## src/include/supply_fault_pkg.sv

```systemverilog
package supply_fault_pkg;
  localparam int CHANNEL_COUNT = 2;
  localparam int SYNC_STAGES = 2;
  // fast turn-off: outputs drop on the first edge after a synchronised fault
  localparam logic [1:0] CHANNELS_OFF = 2'h0;
  localparam logic FAULT_PIN_IDLE = 1'h1;
  localparam logic FLAG_CLEAR = 1'h0;

  typedef enum logic [1:0] {
    CTRL_SERIAL,
    CTRL_DIRECT,
    CTRL_FAILSAFE
  } control_mode_type;
endpackage : supply_fault_pkg

```

## src/verilog/level_sync.sv

```systemverilog
`timescale 1ns/100ps
module level_sync #(
  parameter int WIDTH = 1
) (
  input  wire logic             clk_in,
  input  wire logic             rst_n_in,
  input  wire logic [WIDTH-1:0] async_in,
  output logic      [WIDTH-1:0] sync_out
);
  logic [WIDTH-1:0] stage1_q;

  // the first stage feeds only the second one
  always_ff @(posedge clk_in or negedge rst_n_in) begin
    if (!rst_n_in) begin
      stage1_q <= '0;
      sync_out <= '0;
    end else begin
      stage1_q <= async_in;
      sync_out <= stage1_q;
    end
  end
endmodule : level_sync

```

## src/verilog/supply_fault_manager.sv

```systemverilog
`timescale 1ns/100ps
module supply_fault_manager
  import supply_fault_pkg::*;
#(
  parameter int CHANNELS = CHANNEL_COUNT
) (
  input  wire logic                clk_in,
  input  wire logic                arst_n_in,
  input  wire logic                undervoltage_in,
  input  wire logic                below_6v_in,
  input  wire logic                overvoltage_in,
  input  wire logic                logic_supply_fail_in,
  input  wire logic                supply_por_in,
  input  wire logic                load_ground_loss_in,
  input  wire logic                system_ground_loss_in,
  input  wire logic                device_ground_high_in,
  input  wire logic [CHANNELS-1:0] overtemp_in,
  input  wire logic [CHANNELS-1:0] overcurrent_in,
  input  wire logic [CHANNELS-1:0] short_in,
  input  wire logic [CHANNELS-1:0] direct_in,
  input  wire logic [CHANNELS-1:0] serial_request_in,
  input  wire logic [CHANNELS-1:0] delatch_in,
  input  wire logic                por_sequence_in,
  input  wire logic                status_read_in,
  input  wire logic                overvoltage_disable_in,
  input  wire logic                logic_fail_enable_in,
  input  wire logic                retry_enable_in,
  output logic [CHANNELS-1:0]      output_channel_out,
  output logic                     fault_status_n_out,
  output logic                     undervoltage_flag_out,
  output logic                     overvoltage_flag_out,
  output logic [CHANNELS-1:0]      overtemp_fault_out,
  output logic [CHANNELS-1:0]      overcurrent_fault_out,
  output logic [CHANNELS-1:0]      short_fault_out,
  output logic                     open_load_flag_out,
  output logic                     serial_enable_out,
  output logic                     retry_start_out,
  output logic [1:0]               control_mode_out
);
  localparam int MON = 9 + 4 * CHANNELS;

  logic                rst_sync1_q;
  logic                rst_q;
  logic [MON-1:0]      mon_raw;
  logic [MON-1:0]      mon;
  logic                uv;
  logic                uv_prev_q;
  logic                below6;
  logic                ov;
  logic                vdd_fail;
  logic                por;
  logic                load_gnd;
  logic                sys_gnd;
  logic                gnd_high;
  logic [CHANNELS-1:0] ot;
  logic [CHANNELS-1:0] oc;
  logic [CHANNELS-1:0] sc;
  logic [CHANNELS-1:0] din;
  logic                uv_fall;
  logic                clear_all;
  logic                read_ok;
  logic [CHANNELS-1:0] armed_q;
  logic                uv_latched_q;
  logic [CHANNELS-1:0] ot_pending_q;
  logic [CHANNELS-1:0] request;
  logic                shared_off;
  logic                ov_fault_active;
  control_mode_type    mode_q;
  control_mode_type    mode_d;

  // reset released through two flops
  always_ff @(posedge clk_in or negedge arst_n_in) begin
    if (!arst_n_in) begin
      rst_sync1_q <= 1'h0;
      rst_q       <= 1'h0;
    end else begin
      rst_sync1_q <= 1'h1;
      rst_q       <= rst_sync1_q;
    end
  end

  assign mon_raw = {direct_in, short_in, overcurrent_in, overtemp_in, device_ground_high_in,
                    system_ground_loss_in, load_ground_loss_in, supply_por_in, logic_supply_fail_in,
                    overvoltage_in, below_6v_in, undervoltage_in, 1'h0};

  level_sync #(
    .WIDTH(MON)
  ) u_mon_sync (
    .clk_in  (clk_in),
    .rst_n_in(rst_q),
    .async_in(mon_raw),
    .sync_out(mon)
  );

  assign uv       = mon[1];
  assign below6   = mon[2];
  assign ov       = mon[3];
  assign vdd_fail = mon[4];
  assign por      = mon[5];
  assign load_gnd = mon[6];
  assign sys_gnd  = mon[7];
  assign gnd_high = mon[8];
  assign ot       = mon[9 +: CHANNELS];
  assign oc       = mon[9 + CHANNELS +: CHANNELS];
  assign sc       = mon[9 + 2 * CHANNELS +: CHANNELS];
  assign din      = mon[9 + 3 * CHANNELS +: CHANNELS];

  assign uv_fall = uv_prev_q && !uv;
  // logic supply failing counts only with a normal power supply or while supply por is present
  assign clear_all = (vdd_fail && !uv) || (vdd_fail && por);
  // a read counts only while the serial output is enabled; fault bits also need the cause gone and a delatch
  assign read_ok = status_read_in && serial_enable_out;

  always_ff @(posedge clk_in or negedge rst_q) begin
    if (!rst_q) begin
      uv_prev_q <= 1'h0;
    end else begin
      uv_prev_q <= uv;
    end
  end

  // control source selection; ground high wins over supply-based choice
  always_comb begin
    mode_d = mode_q;
    if (gnd_high) begin
      mode_d = CTRL_FAILSAFE;
    end else if (vdd_fail && logic_fail_enable_in) begin
      mode_d = CTRL_DIRECT;
    end else if (!vdd_fail) begin
      mode_d = CTRL_SERIAL;
    end
  end

  always_ff @(posedge clk_in or negedge rst_q) begin
    if (!rst_q) begin
      mode_q <= CTRL_SERIAL;
    end else begin
      mode_q <= mode_d;
    end
  end

  // serial output only while logic supply holds and ground is low; undervoltage does not stop it
  always_ff @(posedge clk_in or negedge rst_q) begin
    if (!rst_q) begin
      serial_enable_out <= 1'h0;
    end else begin
      serial_enable_out <= !vdd_fail && !gnd_high;
    end
  end

  always_ff @(posedge clk_in or negedge rst_q) begin
    if (!rst_q) begin
      control_mode_out <= 2'h0;
    end else begin
      control_mode_out <= mode_d;
    end
  end

  // turn-on permission after undervoltage: delatch or por must come first
  always_ff @(posedge clk_in or negedge rst_q) begin
    if (!rst_q) begin
      armed_q <= '1;
    end else begin
      for (int i = 0; i < CHANNELS; i++) begin
        if (delatch_in[i] || por_sequence_in || por) begin
          armed_q[i] <= 1'h1;
        end else if (uv) begin
          armed_q[i] <= 1'h0;
        end
      end
    end
  end

  // undervoltage flag: set wins; warning case clears on turn-on, active case on read
  always_ff @(posedge clk_in or negedge rst_q) begin
    if (!rst_q) begin
      undervoltage_flag_out <= FLAG_CLEAR;
      uv_latched_q          <= 1'h0;
    end else if (uv) begin
      undervoltage_flag_out <= 1'h1;
      uv_latched_q          <= 1'h0;
    end else if (clear_all) begin
      undervoltage_flag_out <= FLAG_CLEAR;
      uv_latched_q          <= 1'h0;
    end else if (uv_fall) begin
      uv_latched_q <= |request;
    end else if (uv_latched_q) begin
      if (read_ok) begin
        undervoltage_flag_out <= FLAG_CLEAR;
        uv_latched_q          <= 1'h0;
      end
    end else if (|output_channel_out) begin
      undervoltage_flag_out <= FLAG_CLEAR;
    end
  end

  always_ff @(posedge clk_in or negedge rst_q) begin
    if (!rst_q) begin
      overvoltage_flag_out <= FLAG_CLEAR;
    end else if (ov) begin
      overvoltage_flag_out <= 1'h1;
    end else if (clear_all || read_ok) begin
      overvoltage_flag_out <= FLAG_CLEAR;
    end
  end

  // per-channel latched faults; settings otherwise hold through extended range
  generate
    for (genvar g = 0; g < CHANNELS; g++) begin : g_fault
      logic can_clear;
      assign can_clear = read_ok && delatch_in[g];

      always_ff @(posedge clk_in or negedge rst_q) begin
        if (!rst_q) begin
          ot_pending_q[g]          <= 1'h0;
          overtemp_fault_out[g]    <= FLAG_CLEAR;
          overcurrent_fault_out[g] <= FLAG_CLEAR;
          short_fault_out[g]       <= FLAG_CLEAR;
        end else if (clear_all && !(ot[g] || oc[g] || sc[g])) begin
          ot_pending_q[g]          <= 1'h0;
          overtemp_fault_out[g]    <= FLAG_CLEAR;
          overcurrent_fault_out[g] <= FLAG_CLEAR;
          short_fault_out[g]       <= FLAG_CLEAR;
        end else begin
          // below 6 V only overtemperature is watched, and its record waits for the supply
          if (ot[g] && uv) begin
            ot_pending_q[g] <= 1'h1;
          end else if (!uv) begin
            ot_pending_q[g] <= 1'h0;
          end
          if ((ot[g] && !uv) || (ot_pending_q[g] && !uv)) begin
            overtemp_fault_out[g] <= 1'h1;
          end else if (can_clear && !ot[g]) begin
            overtemp_fault_out[g] <= FLAG_CLEAR;
          end
          if (oc[g] && !below6) begin
            overcurrent_fault_out[g] <= 1'h1;
          end else if (can_clear && !oc[g]) begin
            overcurrent_fault_out[g] <= FLAG_CLEAR;
          end
          if (sc[g] && !below6) begin
            short_fault_out[g] <= 1'h1;
          end else if (can_clear && !sc[g]) begin
            short_fault_out[g] <= FLAG_CLEAR;
          end
        end
      end
    end
  endgenerate

  // channel requests by control source
  always_comb begin
    unique case (mode_q)
      CTRL_SERIAL:   request = serial_request_in;
      CTRL_DIRECT:   request = uv ? CHANNELS_OFF : din;
      CTRL_FAILSAFE: request = din;
      default:       request = CHANNELS_OFF;
    endcase
  end

  assign ov_fault_active = ov && !overvoltage_disable_in;
  assign shared_off = uv || sys_gnd || ov_fault_active;

  // direct drive from the flop: faults cut the gate without the slew ramp
  always_ff @(posedge clk_in or negedge rst_q) begin
    if (!rst_q) begin
      output_channel_out <= CHANNELS_OFF;
    end else if (shared_off) begin
      output_channel_out <= CHANNELS_OFF;
    end else begin
      for (int i = 0; i < CHANNELS; i++) begin
        output_channel_out[i] <= request[i] && armed_q[i] && !ot[i]
                                 && !(below6 ? 1'h0 : (oc[i] || sc[i]));
      end
    end
  end

  always_ff @(posedge clk_in or negedge rst_q) begin
    if (!rst_q) begin
      fault_status_n_out <= FAULT_PIN_IDLE;
    end else begin
      fault_status_n_out <= !(uv || ov_fault_active || (|ot) || (|oc) || (|sc));
    end
  end

  // load ground loss leaves channel states alone and flags open load
  always_ff @(posedge clk_in or negedge rst_q) begin
    if (!rst_q) begin
      open_load_flag_out <= FLAG_CLEAR;
    end else if (load_gnd) begin
      open_load_flag_out <= 1'h1;
    end else if (clear_all || read_ok) begin
      open_load_flag_out <= FLAG_CLEAR;
    end
  end

  always_ff @(posedge clk_in or negedge rst_q) begin
    if (!rst_q) begin
      retry_start_out <= 1'h0;
    end else begin
      retry_start_out <= uv_fall && retry_enable_in;
    end
  end
endmodule : supply_fault_manager

```

## config.mk

```make
export PLATFORM = sky130hd
export DESIGN_NAME = supply_fault_manager
export DESIGN_NICKNAME = d
export VERILOG_FILES = /design/src/include/supply_fault_pkg.sv /design/src/verilog/level_sync.sv /design/src/verilog/supply_fault_manager.sv
export SDC_FILE = /design/constraint.sdc
export NUM_CORES = 1
export LEC_CHECK = 0
export BUFFER_PORTS_ARGS = -buffer_cell sky130_fd_sc_hd__buf_2
export CAP_MARGIN = 20
export CORE_MARGIN = 5
export CORE_UTILIZATION = 55
export DETAILED_ROUTE_END_ITERATION = 8
export PLACE_DENSITY = 0.85
export SLEW_MARGIN = 10
export SYNTH_ARGS = -nofsm -noshare
export SYNTH_HDL_FRONTEND = slang
export SYNTH_SLANG_ARGS = --single-unit
```

## constraint.sdc

```tcl
create_clock -name clk_in -period 5.3 [get_ports clk_in]
set_clock_uncertainty 0.05 [all_clocks]
set_input_delay 0.265 -clock clk_in [delete_from_list [all_inputs] [get_ports clk_in]]
set_output_delay 0.265 -clock clk_in [all_outputs]
set_load 0.02 [all_outputs]
```

* Word level (Yosys, flattened, before mapping)
Index checks and enable logic that the tools add are counted.
** Word-level totals
- Register bits :: 56
- Input port bits :: 27
- Output and inout bits :: 16
** Cells by class
- Eq/ne operators :: 7
- Mux-type cells :: 48
- Reduce and logical (&&, ||, !) cells :: 88
** Operators with widths (number)
- $mux W1 :: 42
- $logic_and A1 B1 Y1 :: 34
- $logic_or A1 B1 Y1 :: 20
- $reduce_bool A3 Y1 :: 6
- $logic_not A1 Y1 :: 16
- $mux W2 :: 5
- $reduce_or A2 Y1 :: 5
- $reduce_bool A2 Y1 :: 4
- $ne A3 B3 Y1 const B :: 2
- $pmux W2 S3 :: 1
- $ne A4 B3 Y1 const B :: 1
- $reduce_bool A4 Y1 :: 1
- $ne A3 B1 Y1 const B :: 1
- $ne A3 B2 Y1 const B :: 1
- $reduce_and A3 Y1 :: 1
- $eq A2 B1 Y1 const B :: 1
- $eq A2 B2 Y1 const B :: 1
- $logic_not A2 Y1 :: 1

* Longest topological paths before layout
Gate-level depths: netlist of the first run.
- Depth after elaboration :: 7
- Gate-level depth with buffers :: 4
- Depth with buffers taken out :: 4

* Cells and area by module
From an unflattened synthesis of the first run, not the netlist that was laid out.
** Unflattened totals
- Cell total of the unflattened synthesis :: 129
- Area, all modules :: 1856.8 um^2
** Modules (own cells, without submodules)
- supply_fault_manager :: instances 1, cells an instance 95, area an instance 1006.0 um^2, seq. area each 604.3 um^2
- level_sync :: instances 1, cells an instance 34, area an instance 850.8 um^2, seq. area each 850.8 um^2

* Least setup slack after synthesis of the first run
Ideal clock, no wire load.
- Path kind :: reg-to-reg
- From :: reg control_mode_out[1] (netlist name)
- To :: reg uv_latched_q
- Library setup time :: 0.111 ns
- Data arrival time :: 1.267 ns
- Data required time :: 5.139 ns
- Setup slack :: 3.872 ns
- Cell stages (with the launch flop) :: 5
- Path buffers :: 0
- Clock period less this slack :: 1.428 ns
- Path through :: dfrtp_1 nor3b_1 a31oi_1 and3_4 a2111oi_2
** RTL lines
- end signal, assigned :: RTL line supply_fault_manager.sv:186 : uv_latched_q <= |request;
- end, declared :: RTL line supply_fault_manager.sv:63 : logic uv_latched_q;

==> summary.md, run 1 <==
| Metric | Value |
|---|---|
| DRT Wirelength | `3540 um` |
| # DRC | `0` |
| Number of max-cap violations | `0` |
| Reg power frac | `0.654` |
| Share of post-route cells with drive strength above 1 | `0.313` |
| Average size of a mapped cell | `14.6 sq um` |
| Via count | `1249` |
| Comb pwr share | `0.087` |
| Number of I/O pins | `43` |
| Global Route Usage Sum | `0.183` |
| First-pass GRT wire length | `5950 um` |
| Routed Antenna Nets | `0` |
| Routed len/inst | `15.0 um` |
| Max VDD drop | `0.207 mV` |
| Setup bufs post-CTS | `0` |
| Hold Vio Cnt, Final | `0` |
| Clock Latency Late Sink | `0.38 ns` |
| Final total power | `0.724 mW` |
| CTS clk-pin slew, worst paths | `0.15 ns` |
| Worst slack, placed | `3.82 ns` |
| Tcrit/Tclk final | `0.291` |
| Critical Path Start Type | `flip-flop` |
| Final setup viols | `0` |
| Core area | `3100 sq um` |
| GP Congestion | `0.869` |
| DIE HEIGHT | `67.4 um` |
| Number of synthesized register bits | `56` |
| Vias in the first global route | `1288` |
| Final TNS setup | `0 ns` |
| Measured slew at the worst slew-check pin | `0.639 ns` |
| Depth of the worst register-to-register path | `4` |
| Unrepaired setup endpoints after global routing | `no` |
| Crit. End Element | `flip-flop` |
| ANT cells | `0` |
| Initial antenna violation count | `0` |
| TritonCTS clock tree | `done` |
| Router iterations before antenna repair | `6` |
| Switching portion of total power | `0.244` |
| Initial Utilization | `0.584` |
| Overflow after GRT | `0` |
| Static Leak | `1.08 nW` |
| Ys Warns | `0` |
| CTS Sinks | `56` |
| Syn Nets | `151` |
| Final worst slack | `3.76 ns` |
| Netlist Area Pre-Place | `1810 sq um` |
| Worst path arrival time | `1.77 ns` |
| PwrDens | `312 nW/um^2` |
| Max-slew violations | `0` |
| Hold Path Class | `in -> reg` |
| Dpl hpwl | `2460 um` |
| Int Pwr | `0.548 mW` |
| Largest net degree at the start of global routing | `55` |
| Top-area cell type share of the netlist area | `0.732` |
| Worst-path fanout max | `6` |
| Outcome | `finished clean` |
| Die width | `67.4 um` |
| Max-slew headroom | `0.574` |
| CP Data Required Time | `5.52 ns` |
| Total die area | `4540 sq um` |
| # resized after CTS | `0` |
| Period minus WS final | `1.54 ns` |
| Clock Power Share | `0.258` |
| Bufs on Longest Clock Path | `2` |
| Final nets | `218` |
| Core Util, Final | `0.749` |
| Gate Count Post-Synth | `124` |
| Cell row count | `20` |
| Peak Freq | `649 MHz` |
| Port bufs | `42` |
| Synth top area cells | `dfrtp_1 (73%), dfstp_2 (4.3%), o21ai_0 (2.8%), a21oi_1 (2.2%), a31o_1 (1.9%)` |
| Root Buffer | `clkbuf_4` |
| Synth unique cells | `28` |
| H-tree depth | `2` |
| Layout area overhead | `28.2%` |
| Kind of critical path | `reg -> reg` |
| Vias/cell | `5.29` |
| Yosys top cell by area | `dfrtp_1` |
| Register area share after synthesis | `0.775` |
| Worst Hold Path Cells | `2` |
| 1st-iter DRT viols | `133` |
| Final hold slack | `0.0484 ns` |
| NetSw | `0.177 mW` |
| CTS Buf Count | `5` |
-- power groups by stage --
stage	combinational, mW	clock (mW)	sequential, mW
finish	0.0633	0.187	0.474
CTS	0.0627	0.192	0.474
floorplan	0.0199	0	0.486
detailed placement	0.0526	0	0.482
global placement	0.0506	0	0.480
global route	0.0693	0.211	0.479
-- final timing paths --
kind                                           end           startpoint  slack [ns]
setup / recovery                      uv_latched_q  control_mode_out[1]        3.76
hold / removal                          armed_q[0]      por_sequence_in        0.05
setup reg to reg                      uv_latched_q  control_mode_out[1]        3.76
hold reg to reg             u_mon_sync.sync_out[5]                rst_q        0.31
max in group asynchronous  u_mon_sync.stage1_q[10]                rst_q        4.46
min in group asynchronous              rst_sync1_q            arst_n_in        0.15
-- registers in the layout (all words and copies together) (netlist names) --
| register | cells |
|---|---|
| ot_pending_q | 2 |
| open_load_flag_out | 1 |
| short_fault_out | 2 |
| armed_q | 2 |
| serial_enable_out | 1 |
| fault_status_n_out | 1 |
| undervoltage_flag_out | 1 |
| u_mon_sync.sync_out | 16 |
| overvoltage_flag_out | 1 |
| rst_sync1_q | 1 |
| output_channel_out | 2 |
| retry_start_out | 1 |
| overcurrent_fault_out | 2 |
| control_mode_out | 2 |
| uv_prev_q | 1 |
| uv_latched_q | 1 |
| rst_q | 1 |
| overtemp_fault_out | 2 |
| u_mon_sync.stage1_q | 16 |
-- per-layer routing --
| layer | vias up | global-route usage | part of all wire |
|---|---|---|---|
| li1 | 569 | - | - |
| met3 | 12 | 0.0449 | 0.079 |
| met4 | 0 | 0.106 | 0.029 |
| met2 | 64 | 0.296 | 0.50 |
| met1 | 604 | 0.225 | 0.39 |
| met5 | - | 0 | 0 |
-- cells in the final DEF, fill, tap and decap left out, types with 2 or more instances in the layout --
master	netlist	routed
dfrtp_1	53	52
a31oi_1	2	2
o21ai_0	10	10
nor4_2	2	2
dlygate4sd3_1	0	18
dfstp_2	3	3
buf_2	0	42
clkbuf_4	0	5
o2111ai_1	2	2
nand3_1	2	2
nor3_1	2	2
nor2_1	8	8
nand2_1	6	6
inv_1	6	6
a31o_1	4	4
a2111o_1	2	2
a21oi_1	8	8
-- cell type report --
cell class	count	area, sq um
inverter	7	26.3
multi-input combinational	61	382
clock inverter	1	7.51
tap	44	55.1
clock buffer	7	55.1
sequential	56	1410
timing repair buffer	60	390
fill	219	778
-- worst max-delay path, stage by stage (launching register included) --
cell and delay (ns):
dfrtp_1 0.47, nor3b_1 0.25, a31oi_1 0.09, and3_4 0.21
a2111oi_2 0.37
-- repair_timing --
action                     4_1_cts  5_1_grt
hold buffers                    17        1
setup endpoints to repair        0        0
hold endpoints to repair        18        1
-- cells by family (layout without fill, tap and decap cells) --
kind of cell / after synthesis / after routing / share of synthesized area
simple gates: 26 / 26 / 0.0814
other cells: 1 / 1 / 0.00207
buf+inv: 7 / 75 / 0.0145
compound gates: 34 / 34 / 0.127
flops: 56 / 56 / 0.775
-- through the flow --
stage               cells  area [sq um]
finish                236          2320
global route          236          2320
CTS                   235          2310
detailed placement    210          2080
global placement      210          2080
floorplan             124          1810
-- Yosys cell counts (all sizes together) --
cell	count
a2bb2oi	1
nor3b	1
a21oi	8
and3	2
o31ai	1
nor2	8
nand2	6
and4	1
conb	1
a211oi	1
and2b	2
a2111o	2
o21ai	12
nand3	2
dfstp	3
nor4	2
dfrtp	53
a2111oi	1
a31oi	2
nor3	2
inv	7
a31o	4
o2111ai	2
Power figures use the tool's default switching activity.
==> run 2, diff against run 1 <==
--- a/config.mk
+++ b/config.mk
@@ -8,9 +8,9 @@
 export BUFFER_PORTS_ARGS = -buffer_cell sky130_fd_sc_hd__buf_2
 export CAP_MARGIN = 20
 export CORE_MARGIN = 5
-export CORE_UTILIZATION = 55
+export CORE_UTILIZATION = 46
 export DETAILED_ROUTE_END_ITERATION = 8
-export PLACE_DENSITY = 0.85
+export PLACE_DENSITY = 0.76
 export SLEW_MARGIN = 10
 export SYNTH_ARGS = -nofsm -noshare
 export SYNTH_HDL_FRONTEND = slang
==> constraint.sdc (replaced) <==
create_clock -name clk_in -period 1.4 [get_ports clk_in]
set_clock_uncertainty 0.05 [all_clocks]
set_input_delay 0.07 -clock clk_in [delete_from_list [all_inputs] [get_ports clk_in]]
set_output_delay 0.07 -clock clk_in [all_outputs]
set_load 0.02 [all_outputs]
==> run 2 against run 1 <==
Against the previous run:
- flip-flop and latch count did not move
- setup slack got worse by 3.7 ns
- critical path depth unchanged
- utilization fell by 7.7 points
- register-to-register slack got worse by 3.7 ns
- via count grew 4.9%
- final cell count increased by 7.6%
- maximum frequency increased by 14%
- non-clock buffer count up 14
- power increased to 4.1 times the previous value
- critical path type unchanged
- largest power group unchanged
==> summary.md, run 2 (same netlist as run 1, synthesis figures left out) <==
| Metric | Value |
|---|---|
| Outcome | `finished clean` |
| Dpl hpwl | `2560 um` |
| Footprint of the multi-input gates | `409 sq um` |
| Bufs on Longest Clock Path | `2` |
| Commonest non-fill, non-tap cell in the layout | `dfrtp_1` |
| Peak Freq | `742 MHz` |
| Met2 wire len | `1950 um` |
| Cell row count | `22` |
| Vias in the first global route | `1356` |
| Routed len/inst | `14.8 um` |
| CTS Buf Count | `5` |
| Top flop regs | `u_mon_sync.stage1_q x16, u_mon_sync.sync_out x16` |
| Top Metal Used | `met4` |
| Register Area | `1410 sq um` |
| Via count | `1310` |
| Number of max-cap violations | `0` |
| M1 WL | `1390 um` |
| Port bufs | `42` |
| Initial antenna violation count | `0` |
| Total die area | `5300 sq um` |
| TritonCTS clock tree | `done` |
| Area post-placement | `2120 sq um` |
| Kind of critical path | `reg -> reg` |
| # DRC | `0` |
| Static Leak | `1.16 nW` |
| Max-slew violations | `0` |
| GP Congestion | `0.786` |
| Crit. End Element | `flip-flop` |
| Initial Utilization | `0.484` |
| CP peak stage delay | `0.45 ns` |
| First-pass GRT wire length | `6440 um` |
| Slowest-stage cell, CP | `dfrtp_2` |
| Share of post-route cells with drive strength above 1 | `0.359` |
| Routed Antenna Nets | `0` |
| Most frequent cells in the layout | `dfrtp_1 (50), buf_2 (42), dlygate4sd3_1 (23)` |
| Final nets | `232` |
| Hold Path Class | `reg -> async` |
| Worst-path fanout max | `5` |
| Tcrit/Tclk final | `0.962` |
| Overflow after GRT | `0` |
| ANT cells | `0` |
| Critical-path cell list | `and2b_1, a31oi_1, a2bb2oi_2, a2111oi_4` |
| Depth of the worst register-to-register path | `4` |
| DRT Wirelength | `3750 um` |
| Filler cells | `272` |
| Metal3 WL | `283 um` |
| Hold Vio Cnt, Final | `0` |
| Root Buffer | `clkbuf_8` |
| Vias/cell | `5.16` |
| Top delay family on crit path | `compound AO/OA/AOI/OAI gates` |
| 1st-iter DRT viols | `155` |
| PwrDens | `1180 nW/um^2` |
| Design area | `2510 sq um` |
| Critical Path Start Type | `flip-flop` |
| CP Depth | `4` |
| Layout area overhead | `38.7%` |
| WP buf/inv | `0` |
| Final total power | `2.96 mW` |
| H-tree depth | `2` |
| CTS clk-pin slew, worst paths | `0.10 ns` |
| Clock Latency Late Sink | `0.31 ns` |
| Core area | `3740 sq um` |
| Unrepaired setup endpoints after global routing | `yes` |
| Period minus WS final | `1.35 ns` |
| Global Route Usage Sum | `0.164` |
| CP Data Required Time | `1.57 ns` |
| DIE HEIGHT | `72.8 um` |
| CTS Sinks | `56` |
| Router iterations before antenna repair | `4` |
| Worst path arrival time | `1.52 ns` |
| Final setup viols | `0` |
| Number of I/O pins | `43` |
| Max VDD drop | `0.891 mV` |
| Die width | `72.8 um` |
| Largest net degree at the start of global routing | `28` |
run 2: changes by cell type in the layout (fill, tap and decap cells not counted), sizes merged:
| cell | previous run | this run |
|---|---|---|
| buf | 42 | 51 |
| clkbuf | 7 | 6 |
| inv | 7 | 9 |
| dlygate4sd3 | 18 | 23 |
| clkinvlp | 1 | 0 |
run 2: worst paths after layout:
kind	slack, ns	end	startpoint
worst max-delay path	0.05	uv_latched_q	control_mode_out[0]
worst min-delay path	0.08	u_mon_sync.stage1_q[3]	rst_q
worst max register to register	0.05	uv_latched_q	control_mode_out[0]
worst min register to register	0.08	u_mon_sync.stage1_q[3]	rst_q
max in group asynchronous	0.60	rst_q	arst_n_in
min in group clk_in	0.14	output_channel_out[0]	overvoltage_disable_in
run 2: final cells by class:
type / count / share of cell area
flip-flops and latches: 56 / 0.560
repair buffers: 74 / 0.207
multi-input cells: 61 / 0.163
clock buffers: 6 / 0.0289
well taps: 48 / 0.0239
inverters: 7 / 0.0104
clock inverters: 2 / 0.00697
run 2: stage by stage:
stage                     hold WS (ns)  worst slack [ns]  setup TNS, ns  std cells  utilization
after floorplan                 -0.276            0.0132              0        124            -
after global placement          -0.196            0.0374              0        217        0.567
after detailed placement        -0.191          -0.00121       -0.00121        217        0.567
after CTS                       0.0962           0.00803              0        251        0.662
after global routing             0.123           -0.0181        -0.0268        254        0.672
final                           0.0842            0.0532              0        254        0.672
run 2: where the power goes:
group,internal [mW],total (mW),switching (mW)
registers,1.71,1.77,0.0640
logic,0.155,0.312,0.157
clock network,0.367,0.879,0.513
total,2.23,2.96,0.734
run 2: layer usage:
layer,vias to the layer above,global-route usage
met5,-,0
met4,0,0.0984
met3,13,0.0579
met2,53,0.271
met1,647,0.182
li1,597,-
run 2: what timing repair did:
action,CTS,global route
gates resized for setup,1,3
hold endpoints to repair,22,0
setup endpoints to repair,1,5
cloned,0,0
buffers inserted,3,3
hold buffers,23,0
pin swaps,0,2
